--- config.mk ---
export PLATFORM = sky130hd
export DESIGN_NAME = sew_top
export DESIGN_NICKNAME = d
export VERILOG_FILES = /design/src/rtl/sew_pkg.sv /design/src/rtl/sew_fifo.sv /design/src/rtl/sew_top.sv
export SDC_FILE = /design/constraint.sdc
export NUM_CORES = 1
export LEC_CHECK = 0
export BUFFER_PORTS_ARGS = -buffer_cell sky130_fd_sc_hd__buf_2
export CORE_ASPECT_RATIO = 0.8
export CORE_UTILIZATION = 55
export CTS_BUF_LIST = sky130_fd_sc_hd__clkbuf_4 sky130_fd_sc_hd__clkbuf_8 sky130_fd_sc_hd__clkbuf_16
export DETAILED_ROUTE_END_ITERATION = 6
export GPL_TIMING_DRIVEN = 0
export PLACE_DENSITY_LB_ADDON = 0.15
export SETUP_SLACK_MARGIN = 0.02
export SLEW_MARGIN = 25
export SYNTH_ARGS = -nofsm -noshare
export SYNTH_HDL_FRONTEND = slang
export SYNTH_SLANG_ARGS = --single-unit
--- constraint.sdc ---
create_clock -name core_clk -period 2.8 [get_ports core_clk]
set_clock_uncertainty 0.1 [all_clocks]
set_input_delay 0.56 -clock core_clk [delete_from_list [all_inputs] [get_ports core_clk]]
set_output_delay 0.56 -clock core_clk [all_outputs]
set_load 0.01 [all_outputs]
--- src/rtl/sew_pkg.sv ---
// shared constants and types of the serial eeprom slave
package sew_pkg;

    // ****************************************
    // select byte layout
    // ****************************************
    localparam int SEL_TYPE_LSB = 4;
    localparam int SEL_CS_HI = 3;
    localparam int SEL_CS_LO = 2;
    localparam int SEL_BLOCK = 1;
    localparam int SEL_RW = 0;
    // arbitrary value, not a real part code
    localparam logic [3:0] DEV_TYPE_DEF = 4'h6;

    // ****************************************
    // protection pointer byte
    // ****************************************
    localparam logic [8:0] PTR_ADDR = 9'h1FF;
    localparam int PTR_FLAG_BIT = 2;
    localparam int PTR_BOUND_LSB = 3;

    // ****************************************
    // array and row geometry
    // ****************************************
    localparam int MEM_BYTES = 512;
    localparam int ROW_BYTES = 8;
    localparam int FIFO_DEPTH = 4;

    // ****************************************
    // program cycle timing
    // ****************************************
    localparam int CLK_KHZ = 100000;
    localparam int TW_MS = 10;
    localparam int TW_LONG_MS = 20;
    localparam int TW_CYC = TW_MS * CLK_KHZ;
    localparam int TW_LONG_CYC = TW_LONG_MS * CLK_KHZ;

    // ****************************************
    // byte phases and states
    // ****************************************
    localparam logic [1:0] PH_SEL = 2'h0;
    localparam logic [1:0] PH_ADDR = 2'h1;
    localparam logic [1:0] PH_DATA = 2'h2;

    typedef struct packed {
        logic [8:0] addr;
        logic [7:0] data;
    } sew_wr_t;

    typedef enum logic [5:0] {
        ST_IDLE = 6'h01,
        ST_RECV = 6'h02,
        ST_ACK = 6'h04,
        ST_FLUSH = 6'h08,
        ST_WALK = 6'h10,
        ST_WAIT = 6'h20
    } sew_state_t;

endpackage

--- src/rtl/sew_fifo.sv ---
// small valid/ready fifo between the bus side and the write latches
`timescale 1ns/100ps
module sew_fifo #(
    parameter int WIDTH = 17,
    parameter int DEPTH = 4
) (
    input wire logic core_clk,
    input wire logic rst_n,
    input wire logic clk_en,
    input wire logic in_valid,
    output logic in_ready,
    input wire logic [WIDTH-1:0] in_data,
    output logic out_valid,
    input wire logic out_ready,
    output logic [WIDTH-1:0] out_data
);
    localparam int PW = (DEPTH > 1) ? $clog2(DEPTH) : 1;
    localparam int CW = $clog2(DEPTH + 1);
    localparam logic [PW-1:0] LAST = PW'(DEPTH - 1);
    localparam logic [CW-1:0] FULL = CW'(DEPTH);

    logic [WIDTH-1:0] mem_r [DEPTH];
    logic [PW-1:0] wr_r;
    logic [PW-1:0] rd_r;
    logic [CW-1:0] cnt_r;
    logic push;
    logic pop;

    assign in_ready = (cnt_r != FULL);
    assign out_valid = (cnt_r != '0);
    assign out_data = mem_r[rd_r];
    assign push = in_valid && in_ready;
    assign pop = out_valid && out_ready;

    always_ff @(posedge core_clk) begin
        if (clk_en && push) begin
            mem_r[wr_r] <= in_data;
        end
    end

    always_ff @(posedge core_clk or negedge rst_n) begin
        if (!rst_n) begin
            wr_r <= '0;
            rd_r <= '0;
            cnt_r <= '0;
        end else if (clk_en) begin
            if (push) begin
                wr_r <= (wr_r == LAST) ? '0 : wr_r + 1'b1;
            end
            if (pop) begin
                rd_r <= (rd_r == LAST) ? '0 : rd_r + 1'b1;
            end
            if (push && !pop) begin
                cnt_r <= cnt_r + 1'b1;
            end else if (pop && !push) begin
                cnt_r <= cnt_r - 1'b1;
            end
        end
    end

endmodule

--- src/rtl/sew_top.sv ---
// two-wire eeprom slave with write modes and block write protection
//
// How it works
// - upper select nibble must equal type code
// - next two select bits match chip selects
// - seventh select bit picks 256-byte block
// - last select bit: one read, zero write
// - matching select byte acknowledged at ninth bit
// - write_mode high multibyte, low page, dynamic
// - write select then byte address, both acknowledged
// - write_inhibit high leaves array unchanged
// - single byte write works in either mode
// - multibyte: any start, up to eight bytes
// - multibyte cycle 10 ms, 20 ms across rows
// - page mode takes up to eight row bytes
// - page mode increments low three bits only
// - stop launches program cycle, bus ignored meanwhile
// - busy device withholds select ack for polling
// - protection covers upper block only
// - protect from boundary to top when enabled
// - pointer byte: five boundary bits, low zeros
// - protect pin low leaves pointer byte ordinary
`timescale 1ns/100ps
module sew_top
    import sew_pkg::*;
#(
    parameter logic [3:0] TYPE_CODE = sew_pkg::DEV_TYPE_DEF,
    parameter int PROG_CYC = sew_pkg::TW_CYC,
    parameter int PROG_LONG_CYC = sew_pkg::TW_LONG_CYC
) (
    input wire logic core_clk,
    input wire logic nrst,
    input wire logic clk_en,
    input wire logic scl,
    input wire logic sda_in,
    output logic sda_out,
    output logic sda_oe,
    input wire logic chip_select_low_bit,
    input wire logic chip_select_high_bit,
    input wire logic write_mode,
    input wire logic write_inhibit,
    input wire logic protect_enable,
    output logic busy
);
    import sew_pkg::*;

    // ****************************************
    // reset release and input synchronisers
    // ****************************************
    logic [1:0] rst_q;
    logic rst_n;
    logic [5:0] pin_m;
    logic [5:0] pin_s;
    logic scl_d;
    logic sda_d;

    always_ff @(posedge core_clk or negedge nrst) begin
        if (!nrst) begin
            rst_q <= 2'h0;
        end else if (clk_en) begin
            rst_q <= {rst_q[0], 1'b1};
        end
    end
    assign rst_n = rst_q[1];

    // slow pins and the bus lines all come from outside this clock
    always_ff @(posedge core_clk or negedge rst_n) begin
        if (!rst_n) begin
            pin_m <= 6'h03;
            pin_s <= 6'h03;
            scl_d <= 1'b1;
            sda_d <= 1'b1;
        end else if (clk_en) begin
            pin_m <= {protect_enable, write_inhibit, write_mode,
                      chip_select_high_bit, sda_in, scl};
            pin_s <= pin_m;
            scl_d <= pin_s[0];
            sda_d <= pin_s[1];
        end
    end

    logic scl_s;
    logic sda_s;
    logic scl_rise;
    logic scl_fall;
    logic bus_start;
    logic bus_stop;
    logic cs_lo_m;
    logic cs_lo_s;
    assign scl_s = pin_s[0];
    assign sda_s = pin_s[1];
    assign scl_rise = scl_s && !scl_d;
    assign scl_fall = !scl_s && scl_d;
    assign bus_start = scl_s && scl_d && sda_d && !sda_s;
    assign bus_stop = scl_s && scl_d && !sda_d && sda_s;

    always_ff @(posedge core_clk or negedge rst_n) begin
        if (!rst_n) begin
            cs_lo_m <= 1'b0;
            cs_lo_s <= 1'b0;
        end else if (clk_en) begin
            cs_lo_m <= chip_select_low_bit;
            cs_lo_s <= cs_lo_m;
        end
    end

    // ****************************************
    // byte receiver and acknowledge
    // ****************************************
    sew_state_t state_r;
    logic [1:0] phase_r;
    logic [3:0] bit_r;
    logic [7:0] shift_r;
    logic block_r;
    logic [7:0] addr_r;
    logic data_seen_r;
    logic sda_oe_r;
    logic sda_out_r;
    logic sel_match;
    logic fifo_in_ready;
    logic push;
    sew_wr_t push_ent;
    logic [7:0] addr_nxt;
    logic span_r;
    logic [3:0] walk_r;
    logic [20:0] tmr_r;
    logic fifo_empty;

    assign sel_match = (shift_r[7:SEL_TYPE_LSB] == TYPE_CODE)
        && (shift_r[SEL_CS_HI] == pin_s[2])
        && (shift_r[SEL_CS_LO] == cs_lo_s);

    // page mode wraps inside the row, multibyte runs through the block
    always_comb begin
        if (pin_s[3]) begin
            addr_nxt = addr_r + 8'h01;
        end else begin
            addr_nxt = {addr_r[7:3], addr_r[2:0] + 3'h1};
        end
    end

    assign push_ent = '{addr: {block_r, addr_r}, data: shift_r};
    assign push = (state_r == ST_RECV) && scl_fall && (bit_r == 4'h8)
        && (phase_r == PH_DATA) && fifo_in_ready;

    always_ff @(posedge core_clk or negedge rst_n) begin
        if (!rst_n) begin
            state_r <= ST_IDLE;
            phase_r <= PH_SEL;
            bit_r <= 4'h0;
            shift_r <= 8'h00;
            block_r <= 1'b0;
            addr_r <= 8'h00;
            data_seen_r <= 1'b0;
            sda_oe_r <= 1'b0;
        end else if (clk_en) begin
            case (state_r)
                ST_IDLE, ST_RECV, ST_ACK: begin
                    if (bus_stop && data_seen_r) begin
                        state_r <= ST_FLUSH;
                        sda_oe_r <= 1'b0;
                    end else if (bus_stop) begin
                        state_r <= ST_IDLE;
                        sda_oe_r <= 1'b0;
                    end else if (bus_start) begin
                        state_r <= ST_RECV;
                        phase_r <= PH_SEL;
                        bit_r <= 4'h0;
                        sda_oe_r <= 1'b0;
                    end else if (state_r == ST_RECV) begin
                        if (scl_rise && bit_r != 4'h8) begin
                            shift_r <= {shift_r[6:0], sda_s};
                            bit_r <= bit_r + 4'h1;
                        end else if (scl_fall && bit_r == 4'h8) begin
                            case (phase_r)
                                PH_SEL: begin
                                    if (sel_match) begin
                                        sda_oe_r <= 1'b1;
                                        state_r <= ST_ACK;
                                        block_r <= shift_r[SEL_BLOCK];
                                    end else begin
                                        state_r <= ST_IDLE;
                                    end
                                    // reads are not served beyond the ack
                                    phase_r <= shift_r[SEL_RW] ?
                                        PH_SEL : PH_ADDR;
                                end
                                PH_ADDR: begin
                                    addr_r <= shift_r;
                                    sda_oe_r <= 1'b1;
                                    state_r <= ST_ACK;
                                    phase_r <= PH_DATA;
                                end
                                default: begin
                                    // a full fifo withholds the ack
                                    if (fifo_in_ready) begin
                                        sda_oe_r <= 1'b1;
                                        state_r <= ST_ACK;
                                        addr_r <= addr_nxt;
                                        data_seen_r <= 1'b1;
                                    end else begin
                                        state_r <= ST_IDLE;
                                    end
                                end
                            endcase
                        end
                    end else if (state_r == ST_ACK && scl_fall) begin
                        sda_oe_r <= 1'b0;
                        bit_r <= 4'h0;
                        state_r <= (phase_r == PH_SEL) ? ST_IDLE : ST_RECV;
                    end
                end
                ST_FLUSH: begin
                    // bus is deaf until the program cycle ends
                    if (fifo_empty) begin
                        state_r <= ST_WALK;
                    end
                end
                ST_WALK: begin
                    if (walk_r == 4'(ROW_BYTES - 1)) begin
                        state_r <= ST_WAIT;
                    end
                end
                ST_WAIT: begin
                    if (tmr_r == 21'h000000) begin
                        state_r <= ST_IDLE;
                        data_seen_r <= 1'b0;
                    end
                end
                default: begin
                    state_r <= ST_IDLE;
                end
            endcase
        end
    end

    // ****************************************
    // fifo into the row latches
    // ****************************************
    logic fifo_out_valid;
    logic fifo_out_ready;
    sew_wr_t fifo_out;
    logic [16:0] fifo_out_bits;

    // the latch loader stalls outside collect and flush phases
    assign fifo_out_ready = (state_r != ST_WALK) && (state_r != ST_WAIT);
    assign fifo_empty = !fifo_out_valid;
    assign fifo_out = sew_wr_t'(fifo_out_bits);

    sew_fifo #(
        .WIDTH($bits(sew_wr_t)),
        .DEPTH(FIFO_DEPTH)
    ) u_fifo (
        .core_clk(core_clk),
        .rst_n(rst_n),
        .clk_en(clk_en),
        .in_valid(push),
        .in_ready(fifo_in_ready),
        .in_data(push_ent),
        .out_valid(fifo_out_valid),
        .out_ready(fifo_out_ready),
        .out_data(fifo_out_bits)
    );

    logic load;
    logic [ROW_BYTES-1:0] lat_vld_r;
    sew_wr_t lat_r [ROW_BYTES];
    logic have_first_r;
    logic [5:0] first_row_r;
    logic walk_end;

    assign load = fifo_out_valid && fifo_out_ready;
    assign walk_end = (state_r == ST_WAIT) && (tmr_r == 21'h000000);

    genvar gi;
    generate
        for (gi = 0; gi < ROW_BYTES; gi++) begin : g_lat
            always_ff @(posedge core_clk or negedge rst_n) begin
                if (!rst_n) begin
                    lat_vld_r[gi] <= 1'b0;
                    lat_r[gi] <= '0;
                end else if (clk_en) begin
                    if (load && fifo_out.addr[2:0] == 3'(gi)) begin
                        lat_vld_r[gi] <= 1'b1;
                        lat_r[gi] <= fifo_out;
                    end else if (walk_end) begin
                        lat_vld_r[gi] <= 1'b0;
                    end
                end
            end
        end
    endgenerate

    // a multibyte burst crossing rows doubles the cycle time
    always_ff @(posedge core_clk or negedge rst_n) begin
        if (!rst_n) begin
            have_first_r <= 1'b0;
            first_row_r <= 6'h00;
            span_r <= 1'b0;
        end else if (clk_en) begin
            if (walk_end) begin
                have_first_r <= 1'b0;
                span_r <= 1'b0;
            end else if (load && !have_first_r) begin
                have_first_r <= 1'b1;
                first_row_r <= fifo_out.addr[7:2];
            end else if (load && fifo_out.addr[7:2] != first_row_r
                         && pin_s[3]) begin
                span_r <= 1'b1;
            end
        end
    end

    // ****************************************
    // array program walk with protection
    // ****************************************
    logic [7:0] mem_r [MEM_BYTES];
    logic [7:0] ptr_byte;
    sew_wr_t walk_ent;
    logic walk_guard;

    assign ptr_byte = mem_r[PTR_ADDR];
    assign walk_ent = lat_r[walk_r[2:0]];

    // pointer low bits are assumed zero, only the upper five compare
    assign walk_guard = pin_s[5]
        && !ptr_byte[PTR_FLAG_BIT]
        && walk_ent.addr[8]
        && (walk_ent.addr[7:PTR_BOUND_LSB] >=
            ptr_byte[7:PTR_BOUND_LSB]);

    always_ff @(posedge core_clk) begin
        if (clk_en && state_r == ST_WALK && lat_vld_r[walk_r[2:0]]
            && !pin_s[4] && !walk_guard) begin
            mem_r[walk_ent.addr] <= walk_ent.data;
        end
    end

    always_ff @(posedge core_clk or negedge rst_n) begin
        if (!rst_n) begin
            walk_r <= 4'h0;
            tmr_r <= 21'h000000;
        end else if (clk_en) begin
            if (state_r == ST_WALK) begin
                walk_r <= walk_r + 4'h1;
                tmr_r <= span_r ? 21'(PROG_LONG_CYC - ROW_BYTES - 1)
                                : 21'(PROG_CYC - ROW_BYTES - 1);
            end else begin
                walk_r <= 4'h0;
                if (state_r == ST_WAIT && tmr_r != 21'h000000) begin
                    tmr_r <= tmr_r - 21'h000001;
                end
            end
        end
    end

    // ****************************************
    // registered outputs
    // ****************************************
    always_ff @(posedge core_clk or negedge rst_n) begin
        if (!rst_n) begin
            sda_out_r <= 1'b0;
            busy <= 1'b0;
        end else if (clk_en) begin
            sda_out_r <= 1'b0;
            busy <= (state_r == ST_FLUSH) || (state_r == ST_WALK)
                || (state_r == ST_WAIT && tmr_r != 21'h000000);
        end
    end

    assign sda_oe = sda_oe_r;
    assign sda_out = sda_out_r;

endmodule

==> flow_metrics.tcl <==
set metrics [dict create \
    outcome "finished, final reports clean" \
    path_buf_inv 2 \
    worstMarginPinSlew_ns 0.699 \
    fin_ws_ns 0.122 \
    antenna_found_initial 0 \
    coreArea_um2 9770 \
    ys_ff_latch 109 \
    path_delay_family "simple AND/OR/NAND/NOR gates" \
    wl_per_cell_um 17.2 \
    dp_cells 639 \
    areaGrowthSynthToFinish_pct 10.8 \
    globalplace.congestion 0.893 \
    yosysWarningCount 0 \
    fin_util_pct 63.4 \
    die_h_um 92.2 \
    finalHoldViolations 0 \
    cp_cell_sequence "buf_2 > or4b_4 > nor2_4 > nand2_2 > nor3_2 > ha_2 > inv_1 > fa_2 > xnor2_2 > nand2_1 > xnor2_1" \
    num_rows 32 \
    ir_worst_vdd_mv 0.394 \
    maxSlewViolCount 0 \
    hold_slack_ns 0.207 \
    wl_um 11300 \
    synth_common_cells "dfrtp_1 (78), mux2_2 (36), nand2_1 (29), nor2_1 (29), edfxtp_1 (24)" \
    grt_usage_pct 22.8 \
    n_fill_cell 810 \
    path_max_fanout 8 \
    power_density_nw_per_um2 582 \
    cts.sinks 109 \
    nNetsFinal 539 \
    fin_crit_ns 2.68 \
    drcViolationCount 0 \
    p_leak_nw 2.56 \
    ios 13 \
    path_class "reg2reg" \
    grt_max_degree 48 \
    syn_avg_cell_area_um2 11.3 \
    synth-edff-count 24 \
    slew_headroom_pct 53.4 \
    dr.first_iter.drc_count 325 \
    seq_area_frac_synth_pct 51.1 \
    setup_viol 0 \
    post-place-ws_ns -0.179 \
    fmax_mhz 373 \
    cts_tree "built" \
    grt_pass1_vias 3884 \
    synth-main-ff-cell "dfrtp_1" \
    syn_inst 493 \
    synthMostInstantiatedCell "dfrtp_1" \
    placed_area_um2 5840 \
    cp-start-kind "flop" \
    period_share_pct 95.7 \
    clock_latency_ns 0.35 \
    die-area_um2 10600 \
    slowest_stage "or4b_4" \
    hold_class "reg2async" \
    cts_buffers 9 \
    synthDistinctLibCells 69 \
    avgViaCountPerCell 6.05 \
    drtAntennaViolNets 0 \
    netlist_area_um2 5590 \
    crit_path_end_kind "flop" \
    grt_pass1_wl_um 18400 \
    overflow 0 \
    synth_nets 516 \
    drv_cap 0 \
    rsz0062_at_grt "true" \
    dp_hpwl_um 7800 \
    drive_above_1_share_pct 20.9 \
    antenna_cells 0 \
    critPathMaxStageDelay_ns 0.58 \
    setup_tns_ns 0 \
    ctsRootBufferMaster "clkbuf_16" \
    worstPathArrival_ns 2.82 \
    synth_area_leaders "dfrtp_1 (35%), edfxtp_1 (13%), mux2_2 (7.3%)" \
    htreeDepth 3 \
    clk_pin_slew_worst_paths_ns 0.07 \
    start_util_pct 57.2 \
    p_total_mw 3.60 \
    fin_cells 657 \
    die_w_um 115 \
    synthArstFlopShare_pct 78.0 \
    io_buffer_count 9 \
    final_area_um2 6190 \
    vias 3972 \
    synthDominantAreaCellType "dfrtp_1" \
    drt_pass1_iterations 5 \
    cp.required_ns 2.94 \
    netlist.area_leader.share_pct 34.9 \
    cts_buffer_depth 2 \
]
==> power breakdown <==
group / switching (mW) / leakage [nW] / internal (mW) / total [mW]
registers: 0.0916 / 1.35 / 1.73 / 1.82
logic: 0.297 / 1.07 / 0.275 / 0.572
clock network: 0.591 / 0.141 / 0.622 / 1.21
total: 0.979 / 2.56 / 2.62 / 3.60
==> logic make-up (layout without fill, tap and decap cells) <==
family          after synthesis  in the layout  synth area share, %
flops                       109            109                 51.1
other cells                   1              1               0.0671
xor+xnor                     13             13                 2.04
mux                          46             46                 10.4
buf+inv                      36             64                 2.89
compound gates               98             98                 11.9
simple gates                177            177                 18.6
fa+ha+maj                    13             13                 3.04
==> layout make-up <==
type                    instances  area (um^2)  area share [%]
multi-input cells             348         2630            42.4
well taps                     136          170            2.75
clock buffers                  10          233            3.76
flip-flops and latches        109         2860            46.2
clock inverters                 6         45.0           0.727
plain buffers                  20          103            1.66
inverters                      15         56.3           0.909
repair buffers                 13         97.6            1.58
==> repair_timing <==
item / 4_1_cts / 5_1_grt
pin swaps: 2 / 4
gates resized for setup: 8 / 5
setup endpoints to repair: 20 / 8
hold buffers: 1 / 0
setup buffers: 0 / 2
hold endpoints to repair: 2 / 0
==> metal layers <==
metal  up-vias  part of all wire, %  track usage (%)
li1       1915                    -                -
met1      1948                   47             31.1
met2        99                   47             36.1
met3        10                  4.8             4.96
met4         0                  1.6             8.33
met5         -                    0                0
==> final timing paths <==
path / startpoint / endpoint / slack (ns) / cells after the start
max in group asynchronous: rst_q[1] / state_r[0] / 1.76 / 1
min in group core_clk: chip_select_high_bit / pin_m[2] / 0.34 / 2
worst max-delay path: state_r[0] / u_fifo.cnt_r[2] / 0.12 / 11
worst min register to register: rst_q[1] / state_r[1] / 0.21 / 0
worst min-delay path: rst_q[1] / state_r[1] / 0.21 / 0
worst max register to register: state_r[0] / u_fifo.cnt_r[2] / 0.12 / 11
==> registers in the layout, summed over array words and instances (netlist names), 2 cells and up <==
signal	cells
u_fifo.rd_r	2
u_fifo.cnt_r	3
walk_r	4
u_fifo.mem_r	24
tmr_r	21
rst_q	2
shift_r	8
first_row_r	6
bit_r	4
phase_r	2
addr_r	8
pin_s	4
state_r	6
pin_m	4
u_fifo.wr_r	2
==> worst reg2reg max path: stages (launching register included) <==
cell and delay [ns]:
dfstp_2 0.36, buf_2 0.16, or4b_4 0.58, nor2_4 0.13, nand2_2 0.09, nor3_2 0.14, ha_2 0.21, inv_1 0.06
fa_2 0.40, xnor2_2 0.13, nand2_1 0.08, xnor2_1 0.13
==> cells in the final DEF, fill, tap and decap left out, drive strengths merged, types with 19 or more instances in the layout <==
master,count
a21oi,23
buf,20
clkbuf,22
dfrtp,78
edfxtp,24
mux2,36
nand2,29
nand3,21
nor2,29
o21ai,19
No activity file was read; power rests on OpenSTA's default activity.
